<file path="src/irc_pkg.sv">
// Shared constants and types for the carrier generator.
// Assumes a single clock domain and an APB register bus.
package irc_pkg;

    // Register byte offsets
    localparam logic [7:0] IRC_OFS_MODE = 8'h00;
    localparam logic [7:0] IRC_OFS_LOW = 8'h04;
    localparam logic [7:0] IRC_OFS_HIGH = 8'h08;
    localparam logic [7:0] IRC_OFS_CTRL = 8'h0C;
    localparam logic [7:0] IRC_OFS_STAT = 8'h10;

    // Field positions
    localparam int unsigned IRC_MODE_EN_BIT = 0;
    localparam int unsigned IRC_MODE_CKS_LSB = 4;
    localparam int unsigned IRC_CKS_W = 3;
    localparam int unsigned IRC_CTRL_MASTER_BIT = 0;
    localparam int unsigned IRC_CTRL_SLAVE_BIT = 1;
    localparam int unsigned IRC_CTRL_REMOTE_BIT = 7;
    localparam int unsigned IRC_STAT_CARRIER_BIT = 8;
    localparam int unsigned IRC_STAT_PHASE_BIT = 9;

    // Reset values
    localparam logic [7:0] IRC_CMP_RST = 8'h00;
    localparam logic [31:0] IRC_DATA_RST = 32'h0000_0000;

    // Timing in count clocks and prescaler width
    localparam int unsigned IRC_HW_SETTLE_TICKS = 3;
    localparam int unsigned IRC_PRESCALE_W = 7;

    typedef struct packed {
        logic [IRC_CKS_W-1:0] count_clock_select;
        logic carrier_timer_enable;
    } irc_mode_t;

    typedef struct packed {
        logic remote_output_enable;
        logic output_enable_slave;
        logic output_enable_master;
    } irc_ctrl_t;

    typedef enum logic [1:0] {
        IRC_PH_LOW = 2'b01,
        IRC_PH_HIGH = 2'b10
    } irc_phase_t;

endpackage : irc_pkg

</file>
<file path="src/irc_carrier_gen.sv">
// Carrier generator timer with APB registers and gated output pin.
// Assumes an APB master on CLK_I and a companion timer irq from outside.
//
// How it works
// Software keeps both compare values between one and 255.
// A new high-width value needs three count clocks before it can load.
// Software sets remote output enable before starting the counter.
// Counter stays stopped while the timer enable is zero.
// On start the carrier is held inactive until the first match.
// Low match raises irq, toggles carrier, clears counter, selects high.
// High match raises irq, toggles carrier, clears counter, selects low.
// Equal compare values give a carrier of exactly half duty.
// Companion irq is synchronised to the count clock as a strobe.
// Each strobe copies the master enable into the read-only slave bit.
// Slave low and carrier not high drive the pin low.
// Pin starts passing carrier only at the next carrier rising edge.
// Slave clearing during a high phase keeps the pin high to its end.
// High-width writes while running wait in a latch until a high match.
// That match still acts normally; later high matches use the new value.
// Software also rewrites the high-width value while running.
// Master to slave copy happens two count clocks after the strobe.
// Period is N plus M plus two count clocks, high for M plus one.
// Software rewrites the high-width value at each restart.
// Clearing the enable stops, clears and silences the timer.
// With remote disabled the pin shows the master enable level.
//
// The APB slave port and the register addresses were left to the implementer.
module irc_carrier_gen #(
    parameter int unsigned CNT_W = 8
) (
    input wire logic CLK_I,
    input wire logic NRST_I,
    input wire logic CE_I,
    input wire logic PSEL_I,
    input wire logic PENABLE_I,
    input wire logic PWRITE_I,
    input wire logic [7:0] PADDR_I,
    input wire logic [31:0] PWDATA_I,
    input wire logic [3:0] PSTRB_I,
    output logic [31:0] PRDATA_O,
    output logic PREADY_O,
    output logic PSLVERR_O,
    input wire logic COMPANION_TIMER_IRQ_I,
    input wire logic COMPANION_TIMER_ENABLE_I,
    output logic CARRIER_OUTPUT_PIN_O,
    output logic CARRIER_MATCH_IRQ_O,
    output logic SYNCED_TRANSFER_STROBE_O
);
    if (CNT_W != 8)
    begin : g_bad_cnt
        $error("Only an 8-bit counter is supported");
    end

    irc_pkg::irc_mode_t mode_q;
    irc_pkg::irc_ctrl_t ctrl_q;
    irc_pkg::irc_phase_t phase_q;
    logic [CNT_W-1:0] low_cmp_q;
    logic [CNT_W-1:0] hw_latch_q;
    logic [CNT_W-1:0] hw_active_q;
    logic [CNT_W-1:0] cnt_q;
    logic [CNT_W-1:0] cmp_sel;
    logic [1:0] age_q;
    logic hw_pend_q;
    logic carrier_q;
    logic carrier_dly_q;
    logic mask_q;
    logic pass_q;
    logic pass_d;
    logic xfer_pend_q;
    logic arm1_q;
    logic arm2_q;
    logic tick;
    logic comp_rise;
    logic match;
    logic fire;
    logic fire_high;
    logic hw_ready;
    logic acc;
    logic wr_fire;
    logic hit;
    logic [31:0] rd_mux;

    irc_prescale #(
        .DIV_W(irc_pkg::IRC_PRESCALE_W),
        .SEL_W(irc_pkg::IRC_CKS_W)
    ) u_prescale (
        .clk_i(CLK_I),
        .nrst_i(NRST_I),
        .ce_i(CE_I),
        .sel_i(mode_q.count_clock_select),
        .tick_o(tick)
    );

    irc_sync u_sync (
        .clk_i(CLK_I),
        .nrst_i(NRST_I),
        .ce_i(CE_I),
        .async_i(COMPANION_TIMER_IRQ_I),
        .rise_o(comp_rise)
    );

    // APB decode
    assign acc = PSEL_I & PENABLE_I & ~PREADY_O;
    assign wr_fire = PSEL_I & PENABLE_I & PREADY_O & PWRITE_I & PSTRB_I[0];
    assign hit = (PADDR_I == irc_pkg::IRC_OFS_MODE)
        | (PADDR_I == irc_pkg::IRC_OFS_LOW)
        | (PADDR_I == irc_pkg::IRC_OFS_HIGH)
        | (PADDR_I == irc_pkg::IRC_OFS_CTRL)
        | (PADDR_I == irc_pkg::IRC_OFS_STAT);

    always_comb
    begin
        rd_mux = irc_pkg::IRC_DATA_RST;
        case (PADDR_I)
            irc_pkg::IRC_OFS_MODE:
            begin
                rd_mux[irc_pkg::IRC_MODE_EN_BIT] = mode_q.carrier_timer_enable;
                rd_mux[irc_pkg::IRC_MODE_CKS_LSB +: irc_pkg::IRC_CKS_W] =
                    mode_q.count_clock_select;
            end
            irc_pkg::IRC_OFS_LOW: rd_mux[CNT_W-1:0] = low_cmp_q;
            irc_pkg::IRC_OFS_HIGH: rd_mux[CNT_W-1:0] = hw_latch_q;
            irc_pkg::IRC_OFS_CTRL:
            begin
                rd_mux[irc_pkg::IRC_CTRL_MASTER_BIT] =
                    ctrl_q.output_enable_master;
                rd_mux[irc_pkg::IRC_CTRL_SLAVE_BIT] =
                    ctrl_q.output_enable_slave;
                rd_mux[irc_pkg::IRC_CTRL_REMOTE_BIT] =
                    ctrl_q.remote_output_enable;
            end
            irc_pkg::IRC_OFS_STAT:
            begin
                rd_mux[CNT_W-1:0] = cnt_q;
                rd_mux[irc_pkg::IRC_STAT_CARRIER_BIT] = carrier_q;
                rd_mux[irc_pkg::IRC_STAT_PHASE_BIT] = (phase_q == irc_pkg::IRC_PH_HIGH);
            end
            default: rd_mux = irc_pkg::IRC_DATA_RST;
        endcase
    end

    // APB answer: ready one cycle into the access phase
    always_ff @(posedge CLK_I)
    begin
        if (!NRST_I)
        begin
            PREADY_O <= 1'b0;
            PSLVERR_O <= 1'b0;
            PRDATA_O <= irc_pkg::IRC_DATA_RST;
        end
        else if (CE_I)
        begin
            PREADY_O <= acc;
            PSLVERR_O <= acc & ~hit;
            if (acc & ~PWRITE_I)
            begin
                PRDATA_O <= rd_mux;
            end
        end
    end

    // Mode, low compare and control registers
    always_ff @(posedge CLK_I)
    begin
        if (!NRST_I)
        begin
            mode_q <= '0;
            low_cmp_q <= irc_pkg::IRC_CMP_RST;
            ctrl_q.remote_output_enable <= 1'b0;
            ctrl_q.output_enable_master <= 1'b0;
            ctrl_q.output_enable_slave <= 1'b0;
        end
        else if (CE_I)
        begin
            // Slave copy lives here so ctrl_q has a single writer
            if (tick && arm2_q)
            begin
                ctrl_q.output_enable_slave <=
                    ctrl_q.output_enable_master;
            end
            if (wr_fire)
            begin
                case (PADDR_I)
                    irc_pkg::IRC_OFS_MODE:
                    begin
                        mode_q.carrier_timer_enable <=
                            PWDATA_I[irc_pkg::IRC_MODE_EN_BIT];
                        mode_q.count_clock_select <= PWDATA_I[
                            irc_pkg::IRC_MODE_CKS_LSB +: irc_pkg::IRC_CKS_W];
                    end
                    irc_pkg::IRC_OFS_LOW: low_cmp_q <= PWDATA_I[CNT_W-1:0];
                    irc_pkg::IRC_OFS_CTRL:
                    begin
                        ctrl_q.remote_output_enable <=
                            PWDATA_I[irc_pkg::IRC_CTRL_REMOTE_BIT];
                        ctrl_q.output_enable_master <=
                            PWDATA_I[irc_pkg::IRC_CTRL_MASTER_BIT];
                    end
                    default: ;
                endcase
            end
        end
    end

    // Compare selection and match
    always_comb
    begin
        case (phase_q)
            irc_pkg::IRC_PH_LOW: cmp_sel = low_cmp_q;
            irc_pkg::IRC_PH_HIGH: cmp_sel = hw_active_q;
            default: cmp_sel = low_cmp_q;
        endcase
    end
    assign match = (cnt_q == cmp_sel);
    assign fire = mode_q.carrier_timer_enable & tick & ~mask_q & match;
    assign fire_high = fire & (phase_q == irc_pkg::IRC_PH_HIGH);
    assign hw_ready = hw_pend_q
        & (age_q >= 2'(irc_pkg::IRC_HW_SETTLE_TICKS - 1));

    // Counter, carrier and match irq; N+1 then M+1 ticks per phase
    always_ff @(posedge CLK_I)
    begin
        if (!NRST_I)
        begin
            cnt_q <= '0;
            carrier_q <= 1'b0;
            phase_q <= irc_pkg::IRC_PH_LOW;
            mask_q <= 1'b1;
            CARRIER_MATCH_IRQ_O <= 1'b0;
        end
        else if (CE_I)
        begin
            CARRIER_MATCH_IRQ_O <= fire;
            if (!mode_q.carrier_timer_enable)
            begin
                cnt_q <= '0;
                carrier_q <= 1'b0;
                phase_q <= irc_pkg::IRC_PH_LOW;
                mask_q <= 1'b1;
            end
            else if (tick)
            begin
                if (mask_q)
                begin
                    mask_q <= 1'b0;
                end
                else if (match)
                begin
                    cnt_q <= '0;
                    carrier_q <= ~carrier_q;
                    case (phase_q)
                        irc_pkg::IRC_PH_LOW: phase_q <= irc_pkg::IRC_PH_HIGH;
                        irc_pkg::IRC_PH_HIGH: phase_q <= irc_pkg::IRC_PH_LOW;
                        default: phase_q <= irc_pkg::IRC_PH_LOW;
                    endcase
                end
                else
                begin
                    cnt_q <= cnt_q + 1'b1;
                end
            end
        end
    end

    // High-width latch and deferred load
    always_ff @(posedge CLK_I)
    begin
        if (!NRST_I)
        begin
            hw_latch_q <= irc_pkg::IRC_CMP_RST;
            hw_active_q <= irc_pkg::IRC_CMP_RST;
            hw_pend_q <= 1'b0;
            age_q <= 2'b00;
        end
        else if (CE_I)
        begin
            if (wr_fire && PADDR_I == irc_pkg::IRC_OFS_HIGH)
            begin
                hw_latch_q <= PWDATA_I[CNT_W-1:0];
                age_q <= 2'b00;
                if (!mode_q.carrier_timer_enable)
                begin
                    hw_active_q <= PWDATA_I[CNT_W-1:0];
                    hw_pend_q <= 1'b0;
                end
                else
                begin
                    hw_pend_q <= 1'b1;
                end
            end
            else
            begin
                if (fire_high && hw_ready)
                begin
                    hw_active_q <= hw_latch_q;
                    hw_pend_q <= 1'b0;
                end
                if (tick && hw_pend_q && !hw_ready)
                begin
                    age_q <= age_q + 2'b01;
                end
            end
        end
    end

    // Transfer strobe and master to slave copy
    always_ff @(posedge CLK_I)
    begin
        if (!NRST_I)
        begin
            xfer_pend_q <= 1'b0;
            SYNCED_TRANSFER_STROBE_O <= 1'b0;
            arm1_q <= 1'b0;
            arm2_q <= 1'b0;
        end
        else if (CE_I)
        begin
            xfer_pend_q <= ~tick
                & (xfer_pend_q | (comp_rise & COMPANION_TIMER_ENABLE_I));
            SYNCED_TRANSFER_STROBE_O <= tick
                & (xfer_pend_q | (comp_rise & COMPANION_TIMER_ENABLE_I));
            if (SYNCED_TRANSFER_STROBE_O)
            begin
                arm1_q <= 1'b1;
            end
            else if (tick && arm1_q)
            begin
                arm1_q <= 1'b0;
            end
            if (tick)
            begin
                arm2_q <= arm1_q & ~SYNCED_TRANSFER_STROBE_O;
            end
        end
    end

    // Output gating that never cuts a high pulse
    always_comb
    begin
        pass_d = pass_q;
        if (ctrl_q.output_enable_slave && carrier_q && !carrier_dly_q)
        begin
            pass_d = 1'b1;
        end
        else if (!ctrl_q.output_enable_slave && !carrier_q)
        begin
            pass_d = 1'b0;
        end
    end

    always_ff @(posedge CLK_I)
    begin
        if (!NRST_I)
        begin
            pass_q <= 1'b0;
            carrier_dly_q <= 1'b0;
            CARRIER_OUTPUT_PIN_O <= 1'b0;
        end
        else if (CE_I)
        begin
            pass_q <= pass_d;
            carrier_dly_q <= carrier_q;
            if (ctrl_q.remote_output_enable)
            begin
                CARRIER_OUTPUT_PIN_O <= pass_d & carrier_q;
            end
            else
            begin
                CARRIER_OUTPUT_PIN_O <= ctrl_q.output_enable_master;
            end
        end
    end
endmodule : irc_carrier_gen

</file>
<file path="src/irc_prescale.sv">
// Count clock strobe generator: one pulse every 2**sel system clocks.
// Assumes sel comes from logic on the same clock.
module irc_prescale #(
    parameter int unsigned DIV_W = 7,
    parameter int unsigned SEL_W = 3
) (
    input wire logic clk_i,
    input wire logic nrst_i,
    input wire logic ce_i,
    input wire logic [SEL_W-1:0] sel_i,
    output logic tick_o
);
    logic [DIV_W-1:0] div_q;
    logic [DIV_W-1:0] mask;

    if (DIV_W < (1 << SEL_W) - 1)
    begin : g_bad_width
        $error("Prescaler too narrow for select range");
    end

    always_comb
    begin
        mask = '0;
        for (int i = 0; i < DIV_W; i++)
        begin
            mask[i] = (i < int'(sel_i));
        end
    end

    always_ff @(posedge clk_i)
    begin
        if (!nrst_i)
        begin
            div_q <= '0;
            tick_o <= 1'b0;
        end
        else if (ce_i)
        begin
            div_q <= div_q + 1'b1;
            tick_o <= ((div_q & mask) == mask);
        end
    end

endmodule : irc_prescale

</file>
<file path="src/irc_sync.sv">
// Two-stage synchroniser with rising-edge pulse output.
// Assumes the input may change at any time relative to clk_i.
module irc_sync (
    input wire logic clk_i,
    input wire logic nrst_i,
    input wire logic ce_i,
    input wire logic async_i,
    output logic rise_o
);
    logic meta_q;
    logic sync_q;
    logic prev_q;

    always_ff @(posedge clk_i)
    begin
        if (!nrst_i)
        begin
            meta_q <= 1'b0;
            sync_q <= 1'b0;
            prev_q <= 1'b0;
            rise_o <= 1'b0;
        end
        else if (ce_i)
        begin
            meta_q <= async_i;
            sync_q <= meta_q;
            prev_q <= sync_q;
            rise_o <= sync_q & ~prev_q;
        end
    end

endmodule : irc_sync
</file>
<file path="config.mk">
export PLATFORM = sky130hd
export DESIGN_NAME = irc_carrier_gen
export DESIGN_NICKNAME = d
export VERILOG_FILES = /design/src/irc_pkg.sv /design/src/irc_carrier_gen.sv /design/src/irc_prescale.sv /design/src/irc_sync.sv
export SDC_FILE = /design/constraint.sdc
export NUM_CORES = 1
export LEC_CHECK = 0
export ABC_CLOCK_PERIOD_IN_PS = 3100
export BUFFER_PORTS_ARGS = -buffer_cell sky130_fd_sc_hd__buf_2
export CORE_AREA = 2 2 121 64
export DETAILED_ROUTE_END_ITERATION = 7
export DIE_AREA = 0 0 123 66
export PLACE_DENSITY = 0.84
export SYNTH_ARGS = -nofsm -noshare
export SYNTH_HDL_FRONTEND = slang
export SYNTH_SLANG_ARGS = --single-unit
</file>
<file path="constraint.sdc">
create_clock -name CLK_I -period 3.1 [get_ports CLK_I]
set_input_delay 0.62 -clock CLK_I [delete_from_list [all_inputs] [get_ports CLK_I]]
set_output_delay 0.62 -clock CLK_I [all_outputs]
set_load 0.01 [all_outputs]
</file>
==> summary.txt <==
Critical path buffers and inverters -> 1
Initial antenna violation count -> 0
H-tree depth -> 3
Levels on crit path -> 7
Final WS setup -> 0.5945 ns
Die Y-Extent -> 66 µm
DRC errors left -> 0
Max Transition Viols Final -> 0
PortBufs -> 39
Fmax -> 399.1 MHz
Run status -> finished clean
CP required -> 3.31 ns
CTS tree -> yes
Final setup viols -> 0
Crit-path cells -> nor2b_1 > buf_4 > a2111oi_0 > nor2_1 > o311ai_4 > a21boi_2 > o21ai_0
Clock Skew -> 0.004750 ns
Final net count -> 552
Yosys warnings -> 0
Placed cell count -> 582
Cell area after synthesis -> 4046 µm²
Clock Sinks -> 78
Drt first-iter violations -> 315
Fin cells -> 598
Hold WC Path Type -> flop to flop
Num CTS Buffers -> 9
I/O pin count -> 89
#FFs+latches synth -> 78
Remaining Overflow, GRT -> 0
Final hold violation count -> 0
Routed WL -> 10360 µm
Bufs on Longest Clock Path -> 2
Rel. slew slack -> 62.63%
Part of the cycle the worst path needs -> 80.82%
Predominant post-synthesis flop cell -> dfxtp_1
Avg WL per Cell -> 17.32 µm
Worst setup startpoint -> phase_q[0]$_SDFFE_PN1P_
Ant diodes -> 0
Hold_buf cts -> 0
Slowest stage delay, CP -> 0.53 ns
Clk slew on worst S/H paths -> 0.06 ns
Leakage -> 1.901 nW
Reg-to-Reg End -> cnt_q[4]$_SDFFE_PN0P_
EDFF count, synth -> 0
Post-DRT Antenna Nets -> 0
Worst r2r path cells -> 7
HPWL after DPL -> 7585 µm
Clk Tree Root Cell -> clkbuf_16
Most common cell after layout, fill and taps aside -> dfxtp_1
Worst Setup End Kind -> flop
Critical R2R Launch -> phase_q[0]$_SDFFE_PN1P_
First-pass GRT wire length -> 16480 µm
Initial Utilization -> 56.98%
Setup TNS -> 0 ns
Flop-to-flop setup slack -> 0.59 ns
Yosys cell types -> 61
DP Worst Slack -> 0.4695 ns
RSZ-0062 raised after global routing -> no
Worst-Skew Late Latency -> 0.34 ns
Cells after Synth -> 459
Highest-count cells in the layout ignoring fill and taps -> dfxtp_1 (78), buf_2 (39), nand2_1 (37)
Clock period minus final worst setup slack -> 2.506 ns
Pin count of the biggest net entering global routing -> 38
Setup Crit Path Kind -> flop to flop
Die X -> 123 µm
CP Data Arrival Time -> 2.72 ns
Avg Cell Area, Syn -> 8.816 µm²
Layout cells sized above 1 -> 15.94%
GRT Util Overall -> 27.06%
Vias -> 3505
Vias in the first global route -> 3187
Rows -> 22
Maximum capacitance violations -> 0
CP max FO -> 6
Peak supply drop -> 325.4 µV
GP Congestion -> 0.9796
CP Capture Point -> cnt_q[4]$_SDFFE_PN0P_
Worst Tran Pin Value -> 0.5464 ns
Startpoint types -> flop
Synth-to-Final Area Change -> 13.98%
CORE AREA -> 7102 µm²
DRT Pass-1 Iters -> 6
Critical-path top delay cell -> a2111oi_0
Register area share after synthesis -> 38.59%
Post-CTS setup repair buffer count -> 0
Die area -> 8118 µm²
Drt via density -> 5.861
Crit-path leading delay family -> compound AO/OA/AOI/OAI gates
Asr flop ratio synth -> 0%
Pwr/cell area -> 498.2 nW/µm²
Resize count post-CTS -> 0
cell usage after synthesis (2+ instances only):
library cell  count  share of area (%)
a2111oi_0         3               0.65
a211o_1           3               0.65
a211oi_1          2               0.37
a21boi_0         11                2.0
a21oi_1          18                2.2
a221oi_1          5                1.1
a222oi_1          2               0.49
a22o_1           13                2.8
a22oi_1           2               0.37
and2_1           14                2.2
and3_1            4               0.62
and3b_1           2               0.43
buf_1             2               0.19
buf_2             4               0.49
buf_4            23                4.3
clkbuf_1         18                1.7
dfxtp_1          78                 39
ha_1              3               0.93
inv_1             9               0.83
mux2i_1          27                6.7
nand2_1          37                3.4
nand2b_1          5               0.77
nand3_1          23                2.8
nand4_1           6               0.93
nor2_1           24                2.2
nor2b_1          29                4.5
nor3b_1           4               0.74
nor4_4            2                1.1
o211ai_1          2               0.37
o21a_1            3               0.56
o21ai_0          20                2.5
o31ai_1          10                1.9
or2_0             2               0.31
or2_2             3               0.46
or3_1             5               0.77
xnor2_1           7                1.5
xor2_1           10                2.2
cell type report:
type	instances	area (µm²)
inverter	10	37.54
sequential	78	1562
clock inverter	5	81.33
timing repair buffer	53	300.3
fill	571	2490
tap	96	120.1
clock buffer	11	252.7
multi-input combinational	345	2258
stage by stage:
stage          instance area (µm²)  utilization, %  power, mW  hold WS [ns]
2_1_floorplan                 4125               -      1.130        0.4524
3_3_place_gp                  4278           60.24      1.149        0.4526
3_5_place_dp                  4278           60.24      1.152        0.4642
4_1_cts                       4612           64.94      2.305        0.4726
5_1_grt                       4612           64.94      2.373        0.5034
6_report                      4612           64.94      2.298        0.4717
worst min path at each step:
stage | cells after the start | startpoint | end
final | 2 | PRDATA_O[9]$_SDFFE_PN0P_ | PRDATA_O[9]$_SDFFE_PN0P_
after detailed placement | 1 | CARRIER_OUTPUT_PIN_O$_SDFFE_PN0P_ | CARRIER_OUTPUT_PIN_O$_SDFFE_PN0P_
after global routing | 2 | PRDATA_O[4]$_SDFFE_PN0P_ | PRDATA_O[4]$_SDFFE_PN0P_
after floorplan | 2 | xfer_pend_q$_SDFFE_PN0P_ | xfer_pend_q$_SDFFE_PN0P_
after global placement | 2 | PRDATA_O[5]$_SDFFE_PN0P_ | PRDATA_O[5]$_SDFFE_PN0P_
after CTS | 2 | PRDATA_O[9]$_SDFFE_PN0P_ | PRDATA_O[9]$_SDFFE_PN0P_
kinds of logic (layout without fill, tap and decap cells):
| logic type | after synthesis | in the layout | synth area share (%) |
|---|---|---|---|
| and+or+nand+nor | 170 | 170 | 23.31 |
| AOI/OAI and AO/OA | 106 | 106 | 19.17 |
| DFF | 78 | 78 | 38.59 |
| buffers and inverters | 57 | 79 | 7.545 |
| muxes | 27 | 27 | 6.679 |
| xor gates and xnor gates | 17 | 17 | 3.680 |
| adders and majority gates | 3 | 3 | 0.9277 |
| other | 1 | 22 | 0.09268 |
state kept, by name (all words and copies together), names as in the netlist, 2 cells and up:
register	count
PRDATA_O	10
cnt_q	8
low_cmp_q	8
hw_active_q	8
mode_q	4
hw_latch_q	8
u_prescale.div_q	7
phase_q	2
ctrl_q	3
age_q	2
layer usage:
layer | up-vias | part of all wire [%] | global-route usage, %
met5 | - | 0 | 0
met4 | 0 | 1.3 | 7.102
met3 | 17 | 11 | 7.241
met2 | 172 | 40 | 38.54
met1 | 1649 | 48 | 40.03
li1 | 1667 | - | -
power breakdown:
part	switching, mW	internal, mW
registers	0.00747	1.01
logic	0.0746	0.0401
clock network	0.417	0.748
total	0.499	1.80
tightest hold or removal path: cells and delay by family, from the launching register on:
family | cells | cell delay, ns
flops | 1 | 0.31
compound gates | 1 | 0.06
simple gates | 1 | 0.05
Power figures use the tool's default switching activity.
